===== src/pvmr_pkg.sv =====
package pvmr_pkg;

   // ----------------------------------------------------------------
   // register numbers on the management interface
   // ----------------------------------------------------------------
   localparam logic [4:0] REG_STATUS_CONTROL = 5'h10;
   localparam logic [4:0] REG_SPECIAL_TEST   = 5'h11;
   localparam logic [4:0] REG_FIXED_ADDRESS  = 5'h12;
   localparam logic [4:0] REG_FALSE_CARRIER  = 5'h13;
   localparam logic [4:0] REG_DISCONNECT     = 5'h14;
   localparam logic [4:0] REG_ERROR_FRAME    = 5'h15;
   localparam logic [4:0] REG_SYMBOL_ERROR   = 5'h16;
   localparam logic [4:0] REG_IEEE_RSV_FIRST = 5'h08;
   localparam logic [4:0] REG_IEEE_RSV_LAST  = 5'h0f;

   // ----------------------------------------------------------------
   // field positions of the status and control word
   // ----------------------------------------------------------------
   localparam int SC_DISCONNECT_EN = 13;
   localparam int SC_FLOW_CTRL_EN  = 12;
   localparam int SC_DESER_SYNC    = 11;
   localparam int SC_PD_100        = 10;
   localparam int SC_PD_10         = 9;
   localparam int SC_POLARITY      = 8;
   localparam int SC_SPEED_100     = 1;
   localparam int SC_FULL_DUPLEX   = 0;

   // ----------------------------------------------------------------
   // reset values, masks, fixed register value and count limit
   // ----------------------------------------------------------------
   localparam logic [15:0] SPECIAL_TEST_RESET = 16'h0000;
   localparam logic [15:0] SPECIAL_TEST_MASK  = 16'hfbff;
   localparam logic [15:0] FIXED_ADDRESS_VAL  = 16'h0001;
   localparam logic [1:0]  SC_CTRL_RESET      = 2'h0;
   localparam logic [1:0]  SC_PD_RESET        = 2'h3;
   localparam logic [15:0] COUNT_MAX          = 16'hffff;

   // ----------------------------------------------------------------
   // symbol error grouping
   // ----------------------------------------------------------------
   localparam logic [2:0] SYMBOLS_PER_COUNT = 3'h6;

endpackage : pvmr_pkg


===== src/pvmr_regs.sv =====
`timescale 1ns/1ps

module pvmr_regs
   import pvmr_pkg::*;
(
   // clock and reset
   input  wire logic        CLK_I,
   input  wire logic        ARST_N_I,
   // management register access
   input  wire logic        REG_WR_I,
   input  wire logic        REG_RD_I,
   input  wire logic [4:0]  REG_ADDR_I,
   input  wire logic [15:0] REG_WDATA_I,
   output logic      [15:0] REG_RDATA_O,
   output logic             REG_RVALID_O,
   // status from the phy sections
   input  wire logic        DESER_SYNC_I,
   input  wire logic        PD_100_I,
   input  wire logic        PD_10_I,
   input  wire logic        POLARITY_REV_I,
   input  wire logic        SPEED_100_I,
   input  wire logic        FULL_DUPLEX_I,
   // receive events
   input  wire logic        FALSE_CARRIER_I,
   input  wire logic        DISCONNECT_I,
   input  wire logic        RX_FRAME_ACTIVE_I,
   input  wire logic        RX_FRAME_ERROR_I,
   input  wire logic        SYMBOL_ERROR_I,
   // controls to the phy sections
   output logic             DISCONNECT_EN_O,
   output logic             FLOW_CTRL_EN_O,
   output logic             SCRAMBLER_BYPASS_O,
   output logic             CODER_BYPASS_O,
   output logic             FORCE_H_PATTERN_O,
   output logic             FORCE_34_PATTERN_O,
   output logic             FORCE_LINK_GOOD_O,
   output logic             TX_CRS_DISABLE_O,
   output logic             DYN_PD_DISABLE_O,
   output logic             AN_LOOPBACK_O,
   output logic             TX_TRISTATE_O,
   output logic             FILTER_BYPASS_O,
   output logic             AUTO_POL_DISABLE_O,
   output logic             SQUELCH_DISABLE_O,
   output logic             EXT_SQUELCH_O,
   output logic             LINK_INTEG_DISABLE_O,
   output logic             JABBER_DISABLE_O
);

   // ----------------------------------------------------------------
   // state
   // ----------------------------------------------------------------
   typedef struct packed {
      logic [1:0]  sc_ctrl;
      logic [1:0]  pd;
      logic [15:0] special;
      logic [15:0] false_carrier;
      logic [15:0] disconnect;
      logic [15:0] error_frame;
      logic [15:0] symbol_error;
      logic        frame_err_seen;
      logic [2:0]  sym_run;
      logic [15:0] rdata;
      logic        rvalid;
   } pvmr_state_t;

   pvmr_state_t s_q;
   pvmr_state_t s_d;

   // saturating count with read clear; a same-cycle event lands after the clear
   function automatic logic [15:0] pvmr_count(input logic [15:0] cur,
                                               input logic        clr,
                                               input logic        evt);
      logic [15:0] base;
      base = clr ? 16'h0000 : cur;
      if (evt && (base != COUNT_MAX))
         pvmr_count = base + 16'h0001;
      else
         pvmr_count = base;
   endfunction

   logic [15:0] status_word;
   logic        rd_fc;
   logic        rd_dc;
   logic        rd_ef;
   logic        rd_se;
   logic        frame_err_evt;
   logic        sym_evt;

   // ----------------------------------------------------------------
   // next state
   // ----------------------------------------------------------------
   always_comb
   begin
      s_d = s_q;

      status_word                 = 16'h0000;
      status_word[SC_DISCONNECT_EN] = s_q.sc_ctrl[1];
      status_word[SC_FLOW_CTRL_EN]  = s_q.sc_ctrl[0];
      status_word[SC_DESER_SYNC]    = DESER_SYNC_I;
      status_word[SC_PD_100]        = s_q.pd[1];
      status_word[SC_PD_10]         = s_q.pd[0];
      status_word[SC_POLARITY]      = POLARITY_REV_I;
      status_word[SC_SPEED_100]     = SPEED_100_I;
      status_word[SC_FULL_DUPLEX]   = FULL_DUPLEX_I;

      // power-down state follows the sections once out of reset
      s_d.pd = {PD_100_I, PD_10_I};

      rd_fc = REG_RD_I && (REG_ADDR_I == REG_FALSE_CARRIER);
      rd_dc = REG_RD_I && (REG_ADDR_I == REG_DISCONNECT);
      rd_ef = REG_RD_I && (REG_ADDR_I == REG_ERROR_FRAME);
      rd_se = REG_RD_I && (REG_ADDR_I == REG_SYMBOL_ERROR);

      // one count per errored frame, taken when the error is first seen
      frame_err_evt = RX_FRAME_ACTIVE_I && RX_FRAME_ERROR_I && !s_q.frame_err_seen;
      if (!RX_FRAME_ACTIVE_I)
         s_d.frame_err_seen = 1'b0;
      else if (RX_FRAME_ERROR_I)
         s_d.frame_err_seen = 1'b1;

      // a run of bad symbols counts once at its start and once per six after
      sym_evt = SYMBOL_ERROR_I && RX_FRAME_ACTIVE_I && (s_q.sym_run == 3'h0);
      if (!SYMBOL_ERROR_I || !RX_FRAME_ACTIVE_I)
         s_d.sym_run = 3'h0;
      else if (s_q.sym_run == SYMBOLS_PER_COUNT - 3'h1)
         s_d.sym_run = 3'h0;
      else
         s_d.sym_run = s_q.sym_run + 3'h1;

      s_d.false_carrier = pvmr_count(s_q.false_carrier, rd_fc, FALSE_CARRIER_I);
      s_d.disconnect    = pvmr_count(s_q.disconnect, rd_dc, DISCONNECT_I);
      s_d.error_frame   = pvmr_count(s_q.error_frame, rd_ef, frame_err_evt);
      s_d.symbol_error  = pvmr_count(s_q.symbol_error, rd_se, sym_evt);

      // writes; reserved bits are dropped
      if (REG_WR_I)
      begin
         unique case (REG_ADDR_I)
            REG_STATUS_CONTROL:
               s_d.sc_ctrl = {REG_WDATA_I[SC_DISCONNECT_EN],
                              REG_WDATA_I[SC_FLOW_CTRL_EN]};
            REG_SPECIAL_TEST:
               s_d.special = REG_WDATA_I & SPECIAL_TEST_MASK;
            default:
               s_d.special = s_q.special;
         endcase
      end

      // reads return the value held before any clear
      s_d.rvalid = REG_RD_I;
      if (REG_RD_I)
      begin
         unique case (REG_ADDR_I)
            REG_STATUS_CONTROL: s_d.rdata = status_word;
            REG_SPECIAL_TEST:   s_d.rdata = s_q.special;
            REG_FIXED_ADDRESS:  s_d.rdata = FIXED_ADDRESS_VAL;
            REG_FALSE_CARRIER:  s_d.rdata = s_q.false_carrier;
            REG_DISCONNECT:     s_d.rdata = s_q.disconnect;
            REG_ERROR_FRAME:    s_d.rdata = s_q.error_frame;
            REG_SYMBOL_ERROR:   s_d.rdata = s_q.symbol_error;
            default:            s_d.rdata = 16'h0000;
         endcase
      end
   end

   // ----------------------------------------------------------------
   // registers
   // ----------------------------------------------------------------
   always_ff @(posedge CLK_I or negedge ARST_N_I)
   begin
      if (!ARST_N_I)
      begin
         s_q                <= '0;
         s_q.sc_ctrl        <= SC_CTRL_RESET;
         s_q.pd             <= SC_PD_RESET;
         s_q.special        <= SPECIAL_TEST_RESET;
      end
      else
      begin
         s_q <= s_d;
      end
   end

   // ----------------------------------------------------------------
   // outputs
   // ----------------------------------------------------------------
   assign REG_RDATA_O          = s_q.rdata;
   assign REG_RVALID_O         = s_q.rvalid;
   assign DISCONNECT_EN_O      = s_q.sc_ctrl[1];
   assign FLOW_CTRL_EN_O       = s_q.sc_ctrl[0];
   assign SCRAMBLER_BYPASS_O   = s_q.special[15];
   assign CODER_BYPASS_O       = s_q.special[14];
   assign FORCE_H_PATTERN_O    = s_q.special[13];
   assign FORCE_34_PATTERN_O   = s_q.special[12];
   assign FORCE_LINK_GOOD_O    = s_q.special[11];
   assign TX_CRS_DISABLE_O     = s_q.special[9];
   assign DYN_PD_DISABLE_O     = s_q.special[8];
   assign AN_LOOPBACK_O        = s_q.special[7];
   assign TX_TRISTATE_O        = s_q.special[6];
   assign FILTER_BYPASS_O      = s_q.special[5];
   assign AUTO_POL_DISABLE_O   = s_q.special[4];
   assign SQUELCH_DISABLE_O    = s_q.special[3];
   assign EXT_SQUELCH_O        = s_q.special[2];
   assign LINK_INTEG_DISABLE_O = s_q.special[1];
   assign JABBER_DISABLE_O     = s_q.special[0];

endmodule // pvmr_regs


===== config.mk =====
export PLATFORM = sky130hd
export DESIGN_NAME = pvmr_regs
export DESIGN_NICKNAME = d
export VERILOG_FILES = /design/src/pvmr_pkg.sv /design/src/pvmr_regs.sv
export SDC_FILE = /design/constraint.sdc
export NUM_CORES = 1
export LEC_CHECK = 0
export BUFFER_PORTS_ARGS = -buffer_cell sky130_fd_sc_hd__buf_2
export CAP_MARGIN = 20
export CORE_MARGIN = 2
export CORE_UTILIZATION = 27
export DETAILED_ROUTE_END_ITERATION = 8
export GPL_ROUTABILITY_DRIVEN = 0
export GPL_TIMING_DRIVEN = 1
export PLACE_DENSITY = 0.5
export SLEW_MARGIN = 30
export SYNTH_ARGS = -nofsm -noshare
export SYNTH_HDL_FRONTEND = slang
export SYNTH_SLANG_ARGS = --single-unit

===== constraint.sdc =====
create_clock -name CLK_I -period 2.61 [get_ports CLK_I]
set_input_delay 0.522 -clock CLK_I [delete_from_list [all_inputs] [get_ports CLK_I]]
set_output_delay 0.522 -clock CLK_I [all_outputs]
set_load 0.05 [all_outputs]

# Yosys cells after proc, flatten, opt, wreduce, memory -nomap -nowiden
# Index checks and enable logic that the tools add are counted.
[word_totals]
regBits = 104
inputBits = 36
output_inout_bits = 34
[op_classes]
addsub = 5
eq_ne = 13
n_mux = 13
reduce_logical = 19
[op_table]
columns = ["operator", "count"]
rows = [
  ["$mux W16", 8],
  ["$pmux W16 S7", 1],
  ["$add A16 B1 Y16 const B", 4],
  ["$ne A16 B16 Y1 const B", 4],
  ["$eq A5 B5 Y1 const B", 7],
  ["$logic_and A1 B1 Y1", 12],
  ["$mux W3", 2],
  ["$reduce_and A2 Y1", 2],
  ["$add A3 B1 Y3 const B", 1],
  ["$eq A3 B3 Y1 const B", 1],
  ["$logic_not A1 Y1", 3],
  ["$logic_not A3 Y1", 1],
  ["$mux W1", 2],
  ["$ne A2 B1 Y1 const B", 1],
  ["$logic_or A1 B1 Y1", 1],
]

# Depth between registers and ports, before layout
# Gate-level depths: netlist (run 1).
[depth]
depth_word = 6
ltp_mapped = 11
mapped_depth_nobuf = 8

# Worst setup path after synthesis (run 1)
# OpenSTA, ideal clock, no wires.
[synth_path]
kind = "input to register"
from = "input port REG_RD_I"
to = "register s_q[62] (netlist bit)"
t_arrival_ns = 2.398
path_slack_ns = 0.094
stages = 11
path_buffers = 3
path_cell_list = "buf_2 > and3b_1 > clkbuf_1 > nand2_1 > and2_1 > ha_1 > nand3_1 > nor4_2 > buf_2 > nor3_1 > o21a_1"
[synth_rtl]
columns = ["item", "line", "source"]
rows = [
  ["from (decl)", "pvmr_regs.sv:11", "input wire logic REG_RD_I,"],
  ["to (decl)", "pvmr_regs.sv:66", "pvmr_state_t s_q;"],
]

==> impl_metrics.toml, run 1 <==
[hold_path]
hold_path_class = "input pin to asynchronous set/reset pin"

[cells_and_area]
layout_commonest_cell = "dfrtp_1"
drive_gt1_share_pct = 23.0
final_cell_mix = "102 x dfrtp_1, 67 x buf_2, 42 x nand2_1"
stdcell_count = 960
nets = 710
utilization_pct = 32.0
syn_to_final_growth_pct = 16.4

[global_routing]
grt_max_degree = 42
track_usage_pct = 15.0
grt_pass1_wl_mm = 27.5
grt_pass1_vias = 4802
overflow = 0
antenna_found_initial = 3

[routing]
detail_route.drc_violations = 0
vias = 5038
postRouteAntennaNets = 0
wl_per_cell_um = 18.1
drt_wl_total_mm = 17.4
drtIter0Drc = 479
viasPerCell = 5.25
drtPass1Iterations = 5

[synthesis]
synth-simple-area-share_pct = 22.4
synth_area_sq_mm = 0.00599
ys_seq_area_share_pct = 43.5
netlist_instances = 606
netlist-cell-type-count = 63
async_flop_share_pct = 100
ys_ff_latch = 104
synth.area.mux_share_pct = 11.5
synth_ff_type = "dfrtp_1"
ys_top_cells_by_area = "dfrtp_1 43%, mux2_2 5.5%, mux2i_1 4.0%"
yosysTopAreaCellShare_pct = 42.6
syn_area_per_cell_sq_um = 9.88
yosys.area_share.xor_xnor_pct = 0.731
synth-edff-count = 0
synth_top_family_by_area = "simple AND/OR/NAND/NOR gates"
synth.largest_area_cell = "dfrtp_1"
syn_nets = 644
synth_compound_area_share_pct = 16.0
synthAdderAreaFrac_pct = 0.418
synth-warning-count = 0

[sta]
period_share_pct = 85.7
worst_pin_slew_ps = 697
period_needed_ps = 2240
fin_hold_ws_ps = 175
rsz0062_at_grt = "false"
hold_viol_final = 0
slew_headroom_pct = 53.1
setup_viol = 0
slew_viol_final = 0
setup_tns_ps = 0
skew_ps = 10.5
max_freq_mhz = 447

[critical_path]
r2r-start = "s_q[61]$_DFF_PN0_"
worstPathArrival_ps = 2470
start_kind = "input pin"
r2r-end = "s_q[54]$_DFF_PN0_"
critPathCaptureType = "flop"
rr_worst_depth = 4
reg2reg_slack_ps = 550
critPathKind = "input pin to flop"
crit_fanout = 5
required_ps = 2840

[place]
dp_hpwl_mm = 13.1
dp.cells = 941
port_buffers = 68

[cts]
cts_sinks = 104
cts_buffers = 9
htree_levels = 3
clkSlewWorstSetupHoldPaths_ps = 70
clock-root-buffer = "clkbuf_16"
cts_resized = 0
postCtsSetupRepairBufs = 0
holdBufCountCts = 0
cts_tree = "done"
clock_latency_ps = 350
clock_path_buffers = 2

[die]
ioPinCount = 70
coreArea_sq_mm = 0.0218
fp.dieArea_sq_mm = 0.0234
floorplan.rows = 54
fp.dieW_um = 153
start_util_pct = 27.4
fp.dieH_um = 153

[run]
cap_violations = 0

[power_and_ir_drop]
power.density_mw_per_mm2 = 644
p_leak_nw = 2.94
peakVddDrop_mv = 0.255

[outcome]
outcome = "complete, no violations"
[cell usage after synthesis (all sizes together), types with 11 or more instances]
| cell type | number |
|---|---|
| dfrtp | 102 |
| nand2 | 42 |
| a21oi | 30 |
| mux2 | 30 |
| inv | 26 |
| nand3 | 25 |
| mux2i | 24 |
| buf | 23 |
| nor2 | 23 |
| clkbuf | 20 |
| nor3 | 18 |
| nand4 | 16 |
| nor4 | 15 |
| o21ai | 15 |
| or4 | 14 |
| a31oi | 12 |
| and2 | 11 |
| and3 | 11 |
| nand2b | 11 |
| o22ai | 11 |
| o31ai | 11 |
[final cells by class]
class | count | area (sq um)
Sequential cell | 104 | 2610
Fill cell | 2264 | 14900
Clock buffer | 12 | 246
Multi-Input combinational cell | 433 | 3060
Timing Repair Buffer | 98 | 581
Inverter | 26 | 97.6
Antenna cell | 3 | 7.51
Clock inverter | 4 | 22.5
Tap cell | 280 | 350
[per-layer routing]
layer  up-vias  routed length (um)  track usage (%)
met5         -                   0                0
met4         0                 325             5.29
li1       2443                   -                -
met2       129                7160             20.8
met1      2450                8930             23.0
met3        16                 987             2.89
[registers in the layout, summed over array words and instances (netlist names)]
register and count:
s_q 70, REG_RDATA_O 16, AN_LOOPBACK_O 1, AUTO_POL_DISABLE_O 1
CODER_BYPASS_O 1, DISCONNECT_EN_O 1, DYN_PD_DISABLE_O 1, EXT_SQUELCH_O 1
FILTER_BYPASS_O 1, FLOW_CTRL_EN_O 1, FORCE_34_PATTERN_O 1, FORCE_H_PATTERN_O 1
FORCE_LINK_GOOD_O 1, JABBER_DISABLE_O 1, LINK_INTEG_DISABLE_O 1, REG_RVALID_O 1
SCRAMBLER_BYPASS_O 1, SQUELCH_DISABLE_O 1, TX_CRS_DISABLE_O 1, TX_TRISTATE_O 1
[worst max-delay path by stage]
stage                   from                 to  cells past startpoint
6_report       REG_ADDR_I[3]  s_q[67]$_DFF_PN0_                     11
5_1_grt        REG_ADDR_I[3]  s_q[67]$_DFF_PN0_                     11
4_1_cts        REG_ADDR_I[3]  s_q[58]$_DFF_PN0_                     10
3_5_place_dp   REG_ADDR_I[3]  s_q[58]$_DFF_PN0_                     10
3_3_place_gp   REG_ADDR_I[3]  s_q[79]$_DFF_PN0_                     10
2_1_floorplan       REG_RD_I  s_q[62]$_DFF_PN0_                     11
[power breakdown]
group          internal, mW  switching (mW)  total (mW)
clock                 0.670           0.598        1.27
combinational         0.412           0.659        1.07
sequential             1.83           0.317        2.15
[worst max-delay path: stages]
cell and delay, ps:
buf_2 110, and3b_1 250, nand2_1 120, and2_1 170, ha_1 190, buf_4 120, nand4_1 210, nor3_1 280
buf_4 170, nor4bb_1 260, nor3_1 70
[logic make-up after synthesis]
kind of cell | Yosys count
fa+ha+maj | 2
mux | 59
xor+xnor | 5
compound gates | 137
simple gates | 230
buf+inv | 69
flops | 104
[stage by stage]
stage / setup slack [ps] / cell area [sq um] / power [mW]
floorplan: 93.7 / 5990 / 2.83
global placement: 86.0 / 6700 / 3.24
detailed placement: 55.0 / 6700 / 3.25
CTS: 415 / 6970 / 4.54
global route: 191 / 6970 / 4.74
finish: 372 / 6970 / 4.49
(Power assumes the default switching activity.)
==> run 2, diff against run 1 <==
Settings changed: CTS_BUF_LIST from default to sky130_fd_sc_hd__clkbuf_8.
==> run 2 against run 1 <==
Setup slack improved by 57 ps. Sequential power about the same. Largest cell class unchanged. Wire length shrank 0.78%. Largest power group unchanged. Count of clock-buffer cells in the layout is 2 lower. Critical path type unchanged.
==> impl_metrics.toml, run 2 (synthesis results as in run 1) <==
[cells_and_area]
drive_gt1_share_pct = 23.0
regMostFlops = "s_q"
syn_to_final_growth_pct = 14.8
multi_input_area_sq_mm = 0.00306
layout_commonest_cell = "dfrtp_1"
final_cell_mix = "102 x dfrtp_1, 67 x buf_2, 42 x nand2_1"
regArea_sq_mm = 0.00261
fillers = 2270
largest_reg_flops = 70
nets = 710
utilization_pct = 31.5

[global_routing]
antenna_found_initial = 3
grt_pass1_vias = 4776
grt_pass1_wl_mm = 27.6
overflow = 0
track_usage_pct = 15.0
grt_max_degree = 42

[sta]
setup_viol = 0
skew_ps = 12.9
max_freq_mhz = 459
worst_pin_slew_ps = 698
fin_hold_ws_ps = 137
rsz0062_at_grt = "false"
slew_headroom_pct = 53.0
setup_tns_ps = 0
hold_viol_final = 0
slew_viol_final = 0
period_needed_ps = 2180
period_share_pct = 83.6

[die]
start_util_pct = 27.4
coreArea_sq_mm = 0.0218
floorplan.rows = 54
fp.dieW_um = 153
fp.dieArea_sq_mm = 0.0234
ioPinCount = 70
fp.dieH_um = 153

[cts]
postCtsSetupRepairBufs = 0
clkSlewWorstSetupHoldPaths_ps = 100
clock-root-buffer = "clkbuf_8"
clock_latency_ps = 380
holdBufCountCts = 0
clock_path_buffers = 2
htree_levels = 3
cts_sinks = 104
cts_buffers = 9
cts_tree = "done"
cts_resized = 0

[outcome]
outcome = "complete, no violations"

[power_and_ir_drop]
peakVddDrop_mv = 0.192
power.density_mw_per_mm2 = 602
p_leak_nw = 2.90
totalPowerFinal_mw = 4.14

[routing]
drt_wl_total_mm = 17.3
m1WireLength_mm = 8.85
viasPerCell = 5.22
drtIter0Drc = 421
wl_met2_mm = 7.12
vias = 5012
wl_met3_um = 973
wl_per_cell_um = 18.0
topRoutingLayerUsed = "met4"
drtPass1Iterations = 5
postRouteAntennaNets = 0
detail_route.drc_violations = 0

[critical_path]
start_kind = "input pin"
worstPathArrival_ps = 2490
rr_worst_depth = 4
critPathCaptureType = "flop"
required_ps = 2920
crit_fanout = 11
critPathKind = "input pin to flop"

[hold_path]
hold_path_class = "input pin to asynchronous set/reset pin"

[place]
dp_hpwl_mm = 13.1
port_buffers = 68

[run]
cap_violations = 0
[run 2: per-layer routing]
metal,global-route usage [%],vias to the layer above
met4,5.07,0
met1,23.2,2426
met2,20.7,130
li1,-,2439
met3,2.89,17
met5,0,-
[run 2: path summary, 6_finish.rpt]
check,from,endpoint,slack (ps)
setup / recovery,REG_ADDR_I[3],s_q[58]$_DFF_PN0_,430
hold / removal,ARST_N_I,s_q[83]$_DFF_PN0_,140
setup reg to reg,s_q[61]$_DFF_PN0_,s_q[54]$_DFF_PN0_,540
hold reg to reg,s_q[20]$_DFFE_PN0P_,s_q[20]$_DFFE_PN0P_,480
max in group asynchronous,ARST_N_I,s_q[41]$_DFF_PN0_,1760
min in group CLK_I,PD_10_I,s_q[101]$_DFF_PN1_,230
[run 2: final cells by class]
| cell class | instances | area share (%) |
|---|---|---|
| multi-input combinational | 433 | 44.6 |
| sequential | 104 | 37.9 |
| timing repair buffer | 98 | 8.45 |
| tap | 280 | 5.10 |
| clock buffer | 10 | 2.00 |
| inverter | 26 | 1.42 |
| clock inverter | 6 | 0.437 |
| antenna | 3 | 0.109 |
[run 2: critical path: stages]
cell     delay [ps]
buf_2           120
and3b_1         340
nand2_1         120
and2_1          190
ha_1            220
nand3_1         120
nor4_2           70
buf_4           180
or4_1           460
a21oi_1         150
[run 2: power by group]
group / total [mW] / leakage, nW / switching [mW] / internal [mW]
clock: 0.924 / 0.0944 / 0.562 / 0.362
combinational: 1.07 / 1.43 / 0.661 / 0.412
sequential: 2.14 / 1.38 / 0.313 / 1.83
total: 4.14 / 2.90 / 1.54 / 2.60
[run 2: stage by stage]
| step | cells | instance area, sq um | setup slack [ps] |
|---|---|---|---|
| floorplan | 606 | 5990 | 93.7 |
| global placement | 941 | 6700 | 86.0 |
| detailed placement | 941 | 6700 | 55.0 |
| CTS | 957 | 6860 | 456 |
| global route | 958 | 6870 | 236 |
| finish | 960 | 6870 | 429 |
